**src/bdc_pkg.sv**
```systemverilog
package bdc_pkg;

    // Register byte offsets on the bus.
    localparam logic [7:0] BDC_OFS_INIT = 8'h00;
    localparam logic [7:0] BDC_OFS_CUR  = 8'h04;
    localparam logic [7:0] BDC_OFS_CMD  = 8'h08;
    localparam logic [7:0] BDC_OFS_IST  = 8'h0C;
    localparam logic [7:0] BDC_OFS_IMSK = 8'h10;
    localparam logic [7:0] BDC_OFS_CFG  = 8'h14;

    // Request source codes.
    localparam logic [1:0] BDC_SRC_NONE  = 2'h0;
    localparam logic [1:0] BDC_SRC_TIMER = 2'h1;
    localparam logic [1:0] BDC_SRC_UART  = 2'h2;
    localparam logic [1:0] BDC_SRC_SYNC  = 2'h3;

    // Fixed mode fields of the control word.
    localparam logic [1:0] BDC_HANDSHAKE_MODE = 2'h0;
    localparam logic [1:0] BDC_UNIT_MODE      = 2'h1;
    localparam logic [1:0] BDC_NO_FLY_MODE    = 2'h0;

    // Interrupt mode codes.
    localparam logic [1:0] BDC_INT_POLL = 2'h0;
    localparam logic [1:0] BDC_INT_EACH = 2'h2;
    localparam logic [1:0] BDC_INT_TC   = 2'h3;

    // Destination unit size codes.
    localparam logic [1:0] BDC_USZ_BYTE = 2'h0;
    localparam logic [1:0] BDC_USZ_HALF = 2'h1;
    localparam logic [1:0] BDC_USZ_WORD = 2'h2;

    // Command, configuration and interrupt status bit positions.
    localparam int BDC_CMD_START  = 0;
    localparam int BDC_CMD_CANCEL = 1;
    localparam int BDC_CFG_RDIS   = 0;
    localparam int BDC_CFG_USZ    = 2;
    localparam int BDC_IST_XFER   = 0;
    localparam int BDC_IST_TC     = 1;

    localparam int BDC_CNT_W = 20;

    localparam logic [31:0] BDC_INIT_RESET = 32'h0400_0000;
    localparam logic [1:0]  BDC_RDIS_RESET = 2'h0;
    localparam logic [1:0]  BDC_USZ_RESET  = 2'h0;
    localparam logic [1:0]  BDC_IMSK_RESET = 2'h0;

    typedef struct packed {
        logic [1:0]           src;
        logic [1:0]           hs;
        logic [1:0]           unit_mode;
        logic [1:0]           otf;
        logic [1:0]           irq_mode;
        logic                 reload;
        logic                 en;
        logic [BDC_CNT_W-1:0] cnt;
    } bdc_ctrl_word_t;

    typedef enum logic {BDC_ST_IDLE, BDC_ST_XFER} bdc_state_t;

    // Count step for one moved unit.
    function automatic logic [BDC_CNT_W-1:0] bdc_unit_step(input logic [1:0] usz);
        case (usz)
            BDC_USZ_HALF: bdc_unit_step = 20'h00002;
            BDC_USZ_WORD: bdc_unit_step = 20'h00004;
            default:      bdc_unit_step = 20'h00001;
        endcase
    endfunction : bdc_unit_step

    // Count after one unit; stops at zero if the count was misprogrammed.
    function automatic logic [BDC_CNT_W-1:0] bdc_next_count(input logic [BDC_CNT_W-1:0] cnt,
                                                            input logic [1:0]           usz);
        if (cnt > bdc_unit_step(usz))
            bdc_next_count = cnt - bdc_unit_step(usz);
        else
            bdc_next_count = '0;
    endfunction : bdc_next_count

endpackage : bdc_pkg

```
**src/bdc_ahb_slave.sv**
```systemverilog
`timescale 1ns/1ps
`default_nettype none
module bdc_ahb_slave
    import bdc_pkg::*;
(
    input  wire logic        hclk,
    input  wire logic        hresetn,
    input  wire logic        hsel,
    input  wire logic [31:0] haddr,
    input  wire logic [1:0]  htrans,
    input  wire logic        hwrite,
    input  wire logic        hready,
    output logic             hreadyout,
    output logic             hresp,
    output logic             acc_pend,
    output logic             acc_write,
    output logic [7:0]       acc_addr
);

    typedef struct packed {
        logic       pend;
        logic       write;
        logic [7:0] addr;
        logic       ready;
    } bdc_ahb_st_t;

    bdc_ahb_st_t s_q;
    bdc_ahb_st_t s_d;

    // One wait state: the register access happens in the first data-phase cycle.
    always_comb
    begin
        s_d      = s_q;
        s_d.pend = 1'b0;
        s_d.ready = 1'b1;
        if (hsel && htrans[1] && hready)
        begin
            s_d.pend  = 1'b1;
            s_d.write = hwrite;
            s_d.addr  = {haddr[7:2], 2'h0};
            s_d.ready = 1'b0;
        end
    end

    always_ff @(posedge hclk or negedge hresetn)
    begin
        if (!hresetn)
            s_q <= '{pend: 1'b0, write: 1'b0, addr: 8'h00, ready: 1'b1};
        else
            s_q <= s_d;
    end

    assign hreadyout = s_q.ready;
    assign hresp     = 1'b0;
    assign acc_pend  = s_q.pend;
    assign acc_write = s_q.write;
    assign acc_addr  = s_q.addr;

endmodule : bdc_ahb_slave
`default_nettype wire

```
**src/bdc_count_unit.sv**
```systemverilog
`timescale 1ns/1ps
`default_nettype none
module bdc_count_unit
    import bdc_pkg::*;
(
    input  wire logic                 hclk,
    input  wire logic                 hresetn,
    input  wire logic                 load,
    input  wire logic [BDC_CNT_W-1:0] load_val,
    input  wire logic                 dec,
    input  wire logic [1:0]           usz,
    output logic [BDC_CNT_W-1:0]      count
);

    typedef struct packed {
        logic [BDC_CNT_W-1:0] cnt;
    } bdc_cnt_st_t;

    bdc_cnt_st_t s_q;
    bdc_cnt_st_t s_d;

    // A load, which is also the auto-reload, takes priority over a decrement.
    always_comb
    begin
        s_d = s_q;
        if (load)
            s_d.cnt = load_val;
        else if (dec)
            s_d.cnt = bdc_next_count(s_q.cnt, usz);
    end

    always_ff @(posedge hclk or negedge hresetn)
    begin
        if (!hresetn)
            s_q <= '{cnt: '0};
        else
            s_q <= s_d;
    end

    assign count = s_q.cnt;

endmodule : bdc_count_unit
`default_nettype wire

```
**src/bdc_channel.sv**
```systemverilog
`timescale 1ns/1ps
`default_nettype none
module bdc_channel
    import bdc_pkg::*;
(
    input  wire logic        hclk,
    input  wire logic        hresetn,
    input  wire logic        hsel,
    input  wire logic [31:0] haddr,
    input  wire logic [1:0]  htrans,
    input  wire logic        hwrite,
    input  wire logic [2:0]  hsize,
    input  wire logic [31:0] hwdata,
    input  wire logic        hready,
    output logic             hreadyout,
    output logic             hresp,
    output logic [31:0]      hrdata,
    input  wire logic        req_timer,
    input  wire logic        req_uart,
    input  wire logic        req_sync,
    output logic [2:0]       req_ack,
    output logic             xfer_req,
    output logic [1:0]       xfer_unit_size,
    input  wire logic        xfer_done,
    output logic             irq
);

    typedef struct packed {
        bdc_state_t     state;
        bdc_ctrl_word_t ctrl;
        logic [1:0]     rdis;
        logic [1:0]     usz;
        logic           sw_run;
        logic           hw_xfer;
        logic [1:0]     ist;
        logic [1:0]     imsk;
        logic [31:0]    rdata;
        logic           irq;
        logic           xreq;
        logic [2:0]     ack;
    } bdc_top_st_t;

    bdc_top_st_t s_q;
    bdc_top_st_t s_d;

    logic                 acc_pend;
    logic                 acc_write;
    logic [7:0]           acc_addr;
    logic                 cnt_load;
    logic [BDC_CNT_W-1:0] cnt_load_val;
    logic                 cnt_dec;
    logic [BDC_CNT_W-1:0] cur_cnt;
    logic                 hw_req;
    logic                 tc;
    logic                 wr_init;
    logic                 wr_cmd;
    bdc_ctrl_word_t       wr_word;
    bdc_ctrl_word_t       cur_word;

    bdc_ahb_slave u_bus (
        .hclk      (hclk),
        .hresetn   (hresetn),
        .hsel      (hsel),
        .haddr     (haddr),
        .htrans    (htrans),
        .hwrite    (hwrite),
        .hready    (hready),
        .hreadyout (hreadyout),
        .hresp     (hresp),
        .acc_pend  (acc_pend),
        .acc_write (acc_write),
        .acc_addr  (acc_addr)
    );

    bdc_count_unit u_cnt (
        .hclk     (hclk),
        .hresetn  (hresetn),
        .load     (cnt_load),
        .load_val (cnt_load_val),
        .dec      (cnt_dec),
        .usz      (s_q.usz),
        .count    (cur_cnt)
    );

    // Only whole-word accesses are issued, so hsize needs no decoding.
    logic unused_hsize;
    assign unused_hsize = ^hsize;

    // Level of the selected request source.
    function automatic logic sel_req(input logic [1:0] src,
                                     input logic [2:0] reqs);
        case (src)
            BDC_SRC_TIMER: sel_req = reqs[0];
            BDC_SRC_UART:  sel_req = reqs[1];
            BDC_SRC_SYNC:  sel_req = reqs[2];
            default:       sel_req = 1'b0;
        endcase
    endfunction : sel_req

    // One-hot acknowledge for the selected source.
    function automatic logic [2:0] sel_ack(input logic [1:0] src);
        case (src)
            BDC_SRC_TIMER: sel_ack = 3'h1;
            BDC_SRC_UART:  sel_ack = 3'h2;
            BDC_SRC_SYNC:  sel_ack = 3'h4;
            default:       sel_ack = 3'h0;
        endcase
    endfunction : sel_ack

    // Forces the reserved mode fields to their only legal values.
    function automatic bdc_ctrl_word_t fix_modes(input bdc_ctrl_word_t w);
        fix_modes           = w;
        fix_modes.hs        = BDC_HANDSHAKE_MODE;
        fix_modes.unit_mode = BDC_UNIT_MODE;
        fix_modes.otf       = BDC_NO_FLY_MODE;
    endfunction : fix_modes

    // Write strobe of one register offset.
    function automatic logic reg_wr(input logic       pend,
                                    input logic       wr,
                                    input logic [7:0] addr,
                                    input logic [7:0] ofs);
        reg_wr = pend && wr && (addr == ofs);
    endfunction : reg_wr

    // The requester drops its level while acknowledged, so one level starts one unit.
    assign hw_req  = sel_req(s_q.ctrl.src, {req_sync, req_uart, req_timer});
    // Terminal count is a zero count after this unit; a short remainder also ends the run.
    assign tc      = (bdc_next_count(cur_cnt, s_q.usz) == '0);
    assign wr_init = reg_wr(acc_pend, acc_write, acc_addr, BDC_OFS_INIT);
    assign wr_cmd  = reg_wr(acc_pend, acc_write, acc_addr, BDC_OFS_CMD);
    assign wr_word = fix_modes(bdc_ctrl_word_t'(hwdata));

    // The current count view shares the control fields and shows the live count.
    always_comb
    begin
        cur_word     = fix_modes(s_q.ctrl);
        cur_word.cnt = cur_cnt;
    end

    always_comb
    begin
        s_d          = s_q;
        s_d.ack      = 3'h0;
        cnt_load     = 1'b0;
        cnt_load_val = s_q.ctrl.cnt;
        cnt_dec      = 1'b0;

        // Register writes; while a unit runs, an initial-count write changes the fields only.
        if (wr_init)
        begin
            s_d.ctrl = wr_word;
            if (s_q.state == BDC_ST_IDLE)
            begin
                cnt_load     = 1'b1;
                cnt_load_val = wr_word.cnt;
            end
        end
        if (acc_pend && acc_write)
        begin
            case (acc_addr)
                BDC_OFS_IMSK:
                    s_d.imsk = hwdata[1:0];
                BDC_OFS_CFG:
                begin
                    s_d.rdis = hwdata[BDC_CFG_RDIS +: 2];
                    s_d.usz = hwdata[BDC_CFG_USZ +: 2];
                end
                default:
                    s_d.imsk = s_d.imsk;
            endcase
        end

        // Register reads; the status register clears on read.
        if (acc_pend && !acc_write)
        begin
            case (acc_addr)
                BDC_OFS_INIT:
                    s_d.rdata = fix_modes(s_q.ctrl);
                BDC_OFS_CUR:
                    s_d.rdata = cur_word;
                BDC_OFS_IST:
                begin
                    s_d.rdata = {30'h0, s_q.ist};
                    s_d.ist   = 2'h0;
                end
                BDC_OFS_IMSK:
                    s_d.rdata = {30'h0, s_q.imsk};
                BDC_OFS_CFG:
                    s_d.rdata = {28'h0, s_q.usz, s_q.rdis};
                default:
                    s_d.rdata = 32'h0;
            endcase
        end

        // Start command arms software-driven transfers.
        if (wr_cmd && hwdata[BDC_CMD_START])
            s_d.sw_run = 1'b1;

        case (s_q.state)
            BDC_ST_IDLE:
            begin
                // A unit starts only while enabled; a start with enable low is dropped.
                if (s_q.ctrl.en)
                begin
                    if (s_q.sw_run || (s_q.rdis == 2'h0 && hw_req))
                    begin
                        s_d.state   = BDC_ST_XFER;
                        s_d.xreq    = 1'b1;
                        s_d.hw_xfer = !s_q.sw_run && hw_req;
                    end
                end
                else
                    s_d.sw_run = 1'b0;
            end
            BDC_ST_XFER:
            begin
                if (xfer_done)
                begin
                    s_d.state = BDC_ST_IDLE;
                    s_d.xreq  = 1'b0;
                    cnt_dec   = 1'b1;
                    if (s_q.hw_xfer)
                        s_d.ack = sel_ack(s_q.ctrl.src);
                    if (s_q.ctrl.irq_mode == BDC_INT_EACH)
                        s_d.ist[BDC_IST_XFER] = 1'b1;
                    if (tc)
                    begin
                        s_d.sw_run = 1'b0;
                        if (s_q.ctrl.irq_mode == BDC_INT_TC)
                            s_d.ist[BDC_IST_TC] = 1'b1;
                        if (s_q.ctrl.reload)
                        begin
                            cnt_load     = 1'b1;
                            cnt_load_val = s_d.ctrl.cnt;
                        end
                        else
                            s_d.ctrl.en = 1'b0;
                    end
                end
            end
            default:
                s_d.state = BDC_ST_IDLE;
        endcase

        // Cancel overrides state, request, ack and enable; a same-cycle status flag or count reload still applies.
        if (wr_cmd && hwdata[BDC_CMD_CANCEL])
        begin
            s_d.state   = BDC_ST_IDLE;
            s_d.xreq    = 1'b0;
            s_d.sw_run  = 1'b0;
            s_d.hw_xfer = 1'b0;
            s_d.ack     = 3'h0;
            s_d.ctrl.en = 1'b0;
            cnt_dec     = 1'b0;
        end

        s_d.irq = |(s_d.ist & s_d.imsk);
    end

    always_ff @(posedge hclk or negedge hresetn)
    begin
        if (!hresetn)
            s_q <= '{state:   BDC_ST_IDLE,
                     ctrl:    bdc_ctrl_word_t'(BDC_INIT_RESET),
                     rdis:    BDC_RDIS_RESET,
                     usz:     BDC_USZ_RESET,
                     sw_run:  1'b0,
                     hw_xfer: 1'b0,
                     ist:     2'h0,
                     imsk:    BDC_IMSK_RESET,
                     rdata:   32'h0,
                     irq:     1'b0,
                     xreq:    1'b0,
                     ack:     3'h0};
        else
            s_q <= s_d;
    end

    assign hrdata         = s_q.rdata;
    assign req_ack        = s_q.ack;
    assign xfer_req       = s_q.xreq;
    assign xfer_unit_size = s_q.usz;
    assign irq            = s_q.irq;

endmodule : bdc_channel
`default_nettype wire

```
**config.mk**
```make
export PLATFORM = sky130hd
export DESIGN_NAME = bdc_channel
export DESIGN_NICKNAME = d
export VERILOG_FILES = /design/src/bdc_pkg.sv /design/src/bdc_ahb_slave.sv /design/src/bdc_count_unit.sv /design/src/bdc_channel.sv
export SDC_FILE = /design/constraint.sdc
export NUM_CORES = 1
export LEC_CHECK = 0
export BUFFER_PORTS_ARGS = -buffer_cell sky130_fd_sc_hd__buf_2
export CORE_ASPECT_RATIO = 1.4
export CORE_UTILIZATION = 50
export CTS_BUF_LIST = sky130_fd_sc_hd__clkbuf_8
export DETAILED_ROUTE_END_ITERATION = 10
export PLACE_DENSITY = 0.74
export SLEW_MARGIN = 20
export SYNTH_ARGS = -nofsm -noshare
export SYNTH_HDL_FRONTEND = slang
export SYNTH_SLANG_ARGS = --single-unit
export TNS_END_PERCENT = 10
```
**constraint.sdc**
```tcl
create_clock -name hclk -period 7.3 [get_ports hclk]
set_input_delay 1.46 -clock hclk [delete_from_list [all_inputs] [get_ports hclk]]
set_output_delay 1.46 -clock hclk [all_outputs]
set_load 0.01 [all_outputs]
```
==> impl_metrics.csv <==
group,metric,value,unit
run_status,run_status,"finished clean",
logic_synthesis,most_frequent_cell_after_synthesis,"sky130_fd_sc_hd__dfrtp_1",
sta,setup_total_negative_slack,0,ns
global_route,global_route.overflow_total,0,
power,power.internal,0.958,mW
global_route,grt_first_pass_wirelength,23.7,mm
die,die_h,130,um
place,preCtsSetupSlack,3.20,ns
clock_network,sinks_on_the_clock_net,98,
die,core_region_area,0.0113,mm^2
clock_network,cts_root_buf,"sky130_fd_sc_hd__clkbuf_8",
finish,antenna-diode-count,0,
clock_network,cts-hold-fix-buffers,0,
route,drt_iter0_markers,307,
finish,fill_cells,1005,
finish,final_core_density,54.6,%
clock_network,path_clk_slew,0.10,ns
place,gp_routability_congestion,0.905,
clock_network,numCtsBuffers,9,
logic_synthesis,synth_top_area_share,41.6,%
clock_network,cts-resized-gates,0,
power,power_frac_comb,32.4,%
logic_synthesis,post_synth.cell_area_avg,9.77,um^2
logic_synthesis,number_of_synthesized_register_bits,98,
clock_network,cts_max_path_buffers,2,
route,drtAntennaViolNets,0,
clock_network,post-cts-setup-buffer-count,0,
logic_synthesis,post_synth_cell_types,75,
sta,finClkSkew,0.0117,ns
critical_path,critical_path_peak_fanout,12,
logic_synthesis,syn_area,0.00583,mm^2
place,dp_hpwl,10.8,mm
power,power_leakage,2.76,nW
global_route,number_of_antenna_violations_at_the_first_check_in_global_routing,0,
logic_synthesis,ys_dominant_reg_cell,"sky130_fd_sc_hd__dfrtp_1",
power,swShare,39.0,%
die,die_w,93.3,um
logic_synthesis,yosysWarningCount,0,
logic_synthesis,count_of_flip_flops_with_a_built_in_enable_after_synthesis,0,
sta,pnr_worst_setup_slack,3.16,ns
sta,finalHoldViolCount,0,
power,seq_power_share,45.8,%
die,ios,119,
logic_synthesis,yosys-top-cells-area,"sky130_fd_sc_hd__dfrtp_1 42%, sky130_fd_sc_hd__mux2_2 6.6%, sky130_fd_sc_hd__buf_4 5.0%, sky130_fd_sc_hd__nand2_1 4.4%, sky130_fd_sc_hd__mux2i_1 4.3%",
job,max_cap_viol_count,0,
critical_path,path_class,"reg -> reg",
logic_synthesis,synth_cells,597,
sta,tightestPinTransition,0.953,ns
route,via_count,4606,
finish,area_taken_by_multi_input_logic_gates,0.00288,mm^2
logic_synthesis,synth_seq_area_share,42.1,%
route,avgRoutedWirePerCell,19.1,um
sta,min_period_over_period,56.7,%
die,rows,46,
clock_network,clock_tree.htree_level_count,3,
global_route,grt_usage,25.5,%
power,p_clk_share,21.8,%
route,viasPerCell,5.99,
clock_network,clock_insertion_delay_worst_skew,0.38,ns
sta,max_clock_freq,241,MHz
finish,area.growth.synth_to_final,6.20,%
finish,final-seq-area,0.00245,mm^2
logic_synthesis,async_reset_ff_share,100,%
sta,slew_violations,0,
logic_synthesis,yosysTopAreaCell,"sky130_fd_sc_hd__dfrtp_1",
finish,num-nets-final,706,
global_route,grt_start_max_net_pins,74,
global_route,number_of_global_route_vias_before_repair,4583,
critical_path,worstSetupEndpointType,"register",
route,post-route-drc-count,0,
place,io_buffer_count,76,
sta,rsz0062_at_grt,"false",
critical_path,timing.critical_path.from_type,"register",
critical_path,cp.required,7.57,ns
logic_synthesis,synth_common_cells,"97 x sky130_fd_sc_hd__dfrtp_1, 69 x sky130_fd_sc_hd__nand2_1, 42 x sky130_fd_sc_hd__o21ai_0",
power,power.density,253,mW/mm^2
route,totalWireLength,14.7,mm
sta,maxSlewHeadroom,36.5,%
sta,finalCriticalPeriod,4.14,ns
route,firstDrtPassIters,5,
die,start_util,51.5,%
clock_network,cts_tree,"built",
power,ir_worst_vdd,0.000102,V
min_path,hold_class,"reg -> reg",
die,area_enclosed_by_the_die_boundary,0.0121,mm^2
finish,post_route_cells_drive_above_1_share,26.2,%
critical_path,worst-endpoint-arrival,4.41,ns
sta,setup_viol_count_final,0,
power,switchingPower,0.611,mW
registers in the layout (all words and copies together), names as in the netlist, 2 cells and up:
signal          cells
cur_word            6
s_q                29
hrdata             27
req_ack             3
u_cnt.count        20
u_bus.acc_addr      6
xfer_unit_size      2
per-layer routing:
layer  up-vias  part of all wire (%)  GRT usage (%)
met3        35                   4.2           3.15
met5         -                     0              0
li1       2159                     -              -
met4         0                   2.5           10.0
met2       153                    50           43.1
met1      2259                    44           33.4
final timing paths:
check | from | endpoint | slack, ns | depth (start not counted)
max in group asynchronous | hresetn | s_q[57] | 5.10 | 2
setup reg to reg | xfer_unit_size[0] | u_cnt.count[18] | 3.16 | 13
hold reg to reg | cur_word[31] | req_ack[0] | 0.47 | 1
min in group asynchronous | hresetn | u_bus.acc_addr[5] | 0.97 | 1
setup / recovery | xfer_unit_size[0] | u_cnt.count[18] | 3.16 | 13
hold / removal | cur_word[31] | req_ack[0] | 0.47 | 1
placed cells by master (no fill, tap or decap), types with 18 or more instances in the layout:
| cell | instances |
|---|---|
| sky130_fd_sc_hd__inv_1 | 19 |
| sky130_fd_sc_hd__dfrtp_1 | 97 |
| sky130_fd_sc_hd__a21oi_1 | 19 |
| sky130_fd_sc_hd__mux2_2 | 34 |
| sky130_fd_sc_hd__mux2i_1 | 25 |
| sky130_fd_sc_hd__o31ai_1 | 18 |
| sky130_fd_sc_hd__nor2_1 | 30 |
| sky130_fd_sc_hd__nand2_1 | 69 |
| sky130_fd_sc_hd__o21ai_0 | 42 |
| sky130_fd_sc_hd__buf_2 | 75 |
cells by family after synthesis:
logic type	count (synthesis)	share of synthesized area, %
compound gates	146	18.5
xor+xnor	10	1.50
fa+ha+maj	8	1.84
buf+inv	94	9.11
flops	98	42.1
mux	59	10.9
other cells	1	0.0643
simple gates	181	16.1
worst max-delay path: stages (launching register included):
cell and delay (ns):
sky130_fd_sc_hd__dfrtp_1 0.41, sky130_fd_sc_hd__inv_1 0.08, sky130_fd_sc_hd__ha_1 0.31, sky130_fd_sc_hd__ha_1 0.16
sky130_fd_sc_hd__inv_1 0.05, sky130_fd_sc_hd__fa_1 0.52, sky130_fd_sc_hd__a2111oi_0 0.52, sky130_fd_sc_hd__nand4_1 0.23
sky130_fd_sc_hd__xnor2_1 0.23, sky130_fd_sc_hd__a2111oi_4 0.46, sky130_fd_sc_hd__a31oi_4 0.22, sky130_fd_sc_hd__nor2_2 0.52
sky130_fd_sc_hd__nor3_1 0.13, sky130_fd_sc_hd__o22a_1 0.20
through the flow:
stage / cells / hold slack [ns] / total power, mW / instance area, um^2
after CTS: 769 / 0.477 / 1.56 / 6200
final: 769 / 0.469 / 1.57 / 6200
after global placement: 753 / 0.457 / 1.22 / 6010
after global routing: 769 / 0.496 / 1.65 / 6200
after floorplan: 602 / 0.432 / 1.10 / 5850
after detailed placement: 753 / 0.460 / 1.23 / 6010
power groups by stage:
stage | Combinational (mW) | Sequential [mW] | Clock (mW)
floorplan | 0.425 | 0.674 | 0
global placement | 0.497 | 0.721 | 0
detailed placement | 0.500 | 0.726 | 0
CTS | 0.503 | 0.715 | 0.347
global route | 0.556 | 0.729 | 0.366
finish | 0.508 | 0.719 | 0.342
final cells by class:
class	count	share of cell area, %
Clock buffer	10	2.22
Clock inverter	6	0.808
Inverter	19	1.15
Multi-Input combinational cell	410	46.4
Sequential cell	98	39.6
Tap cell	144	2.91
Timing Repair Buffer	82	6.91
Note: power is estimated with default switching activity, not from simulation.
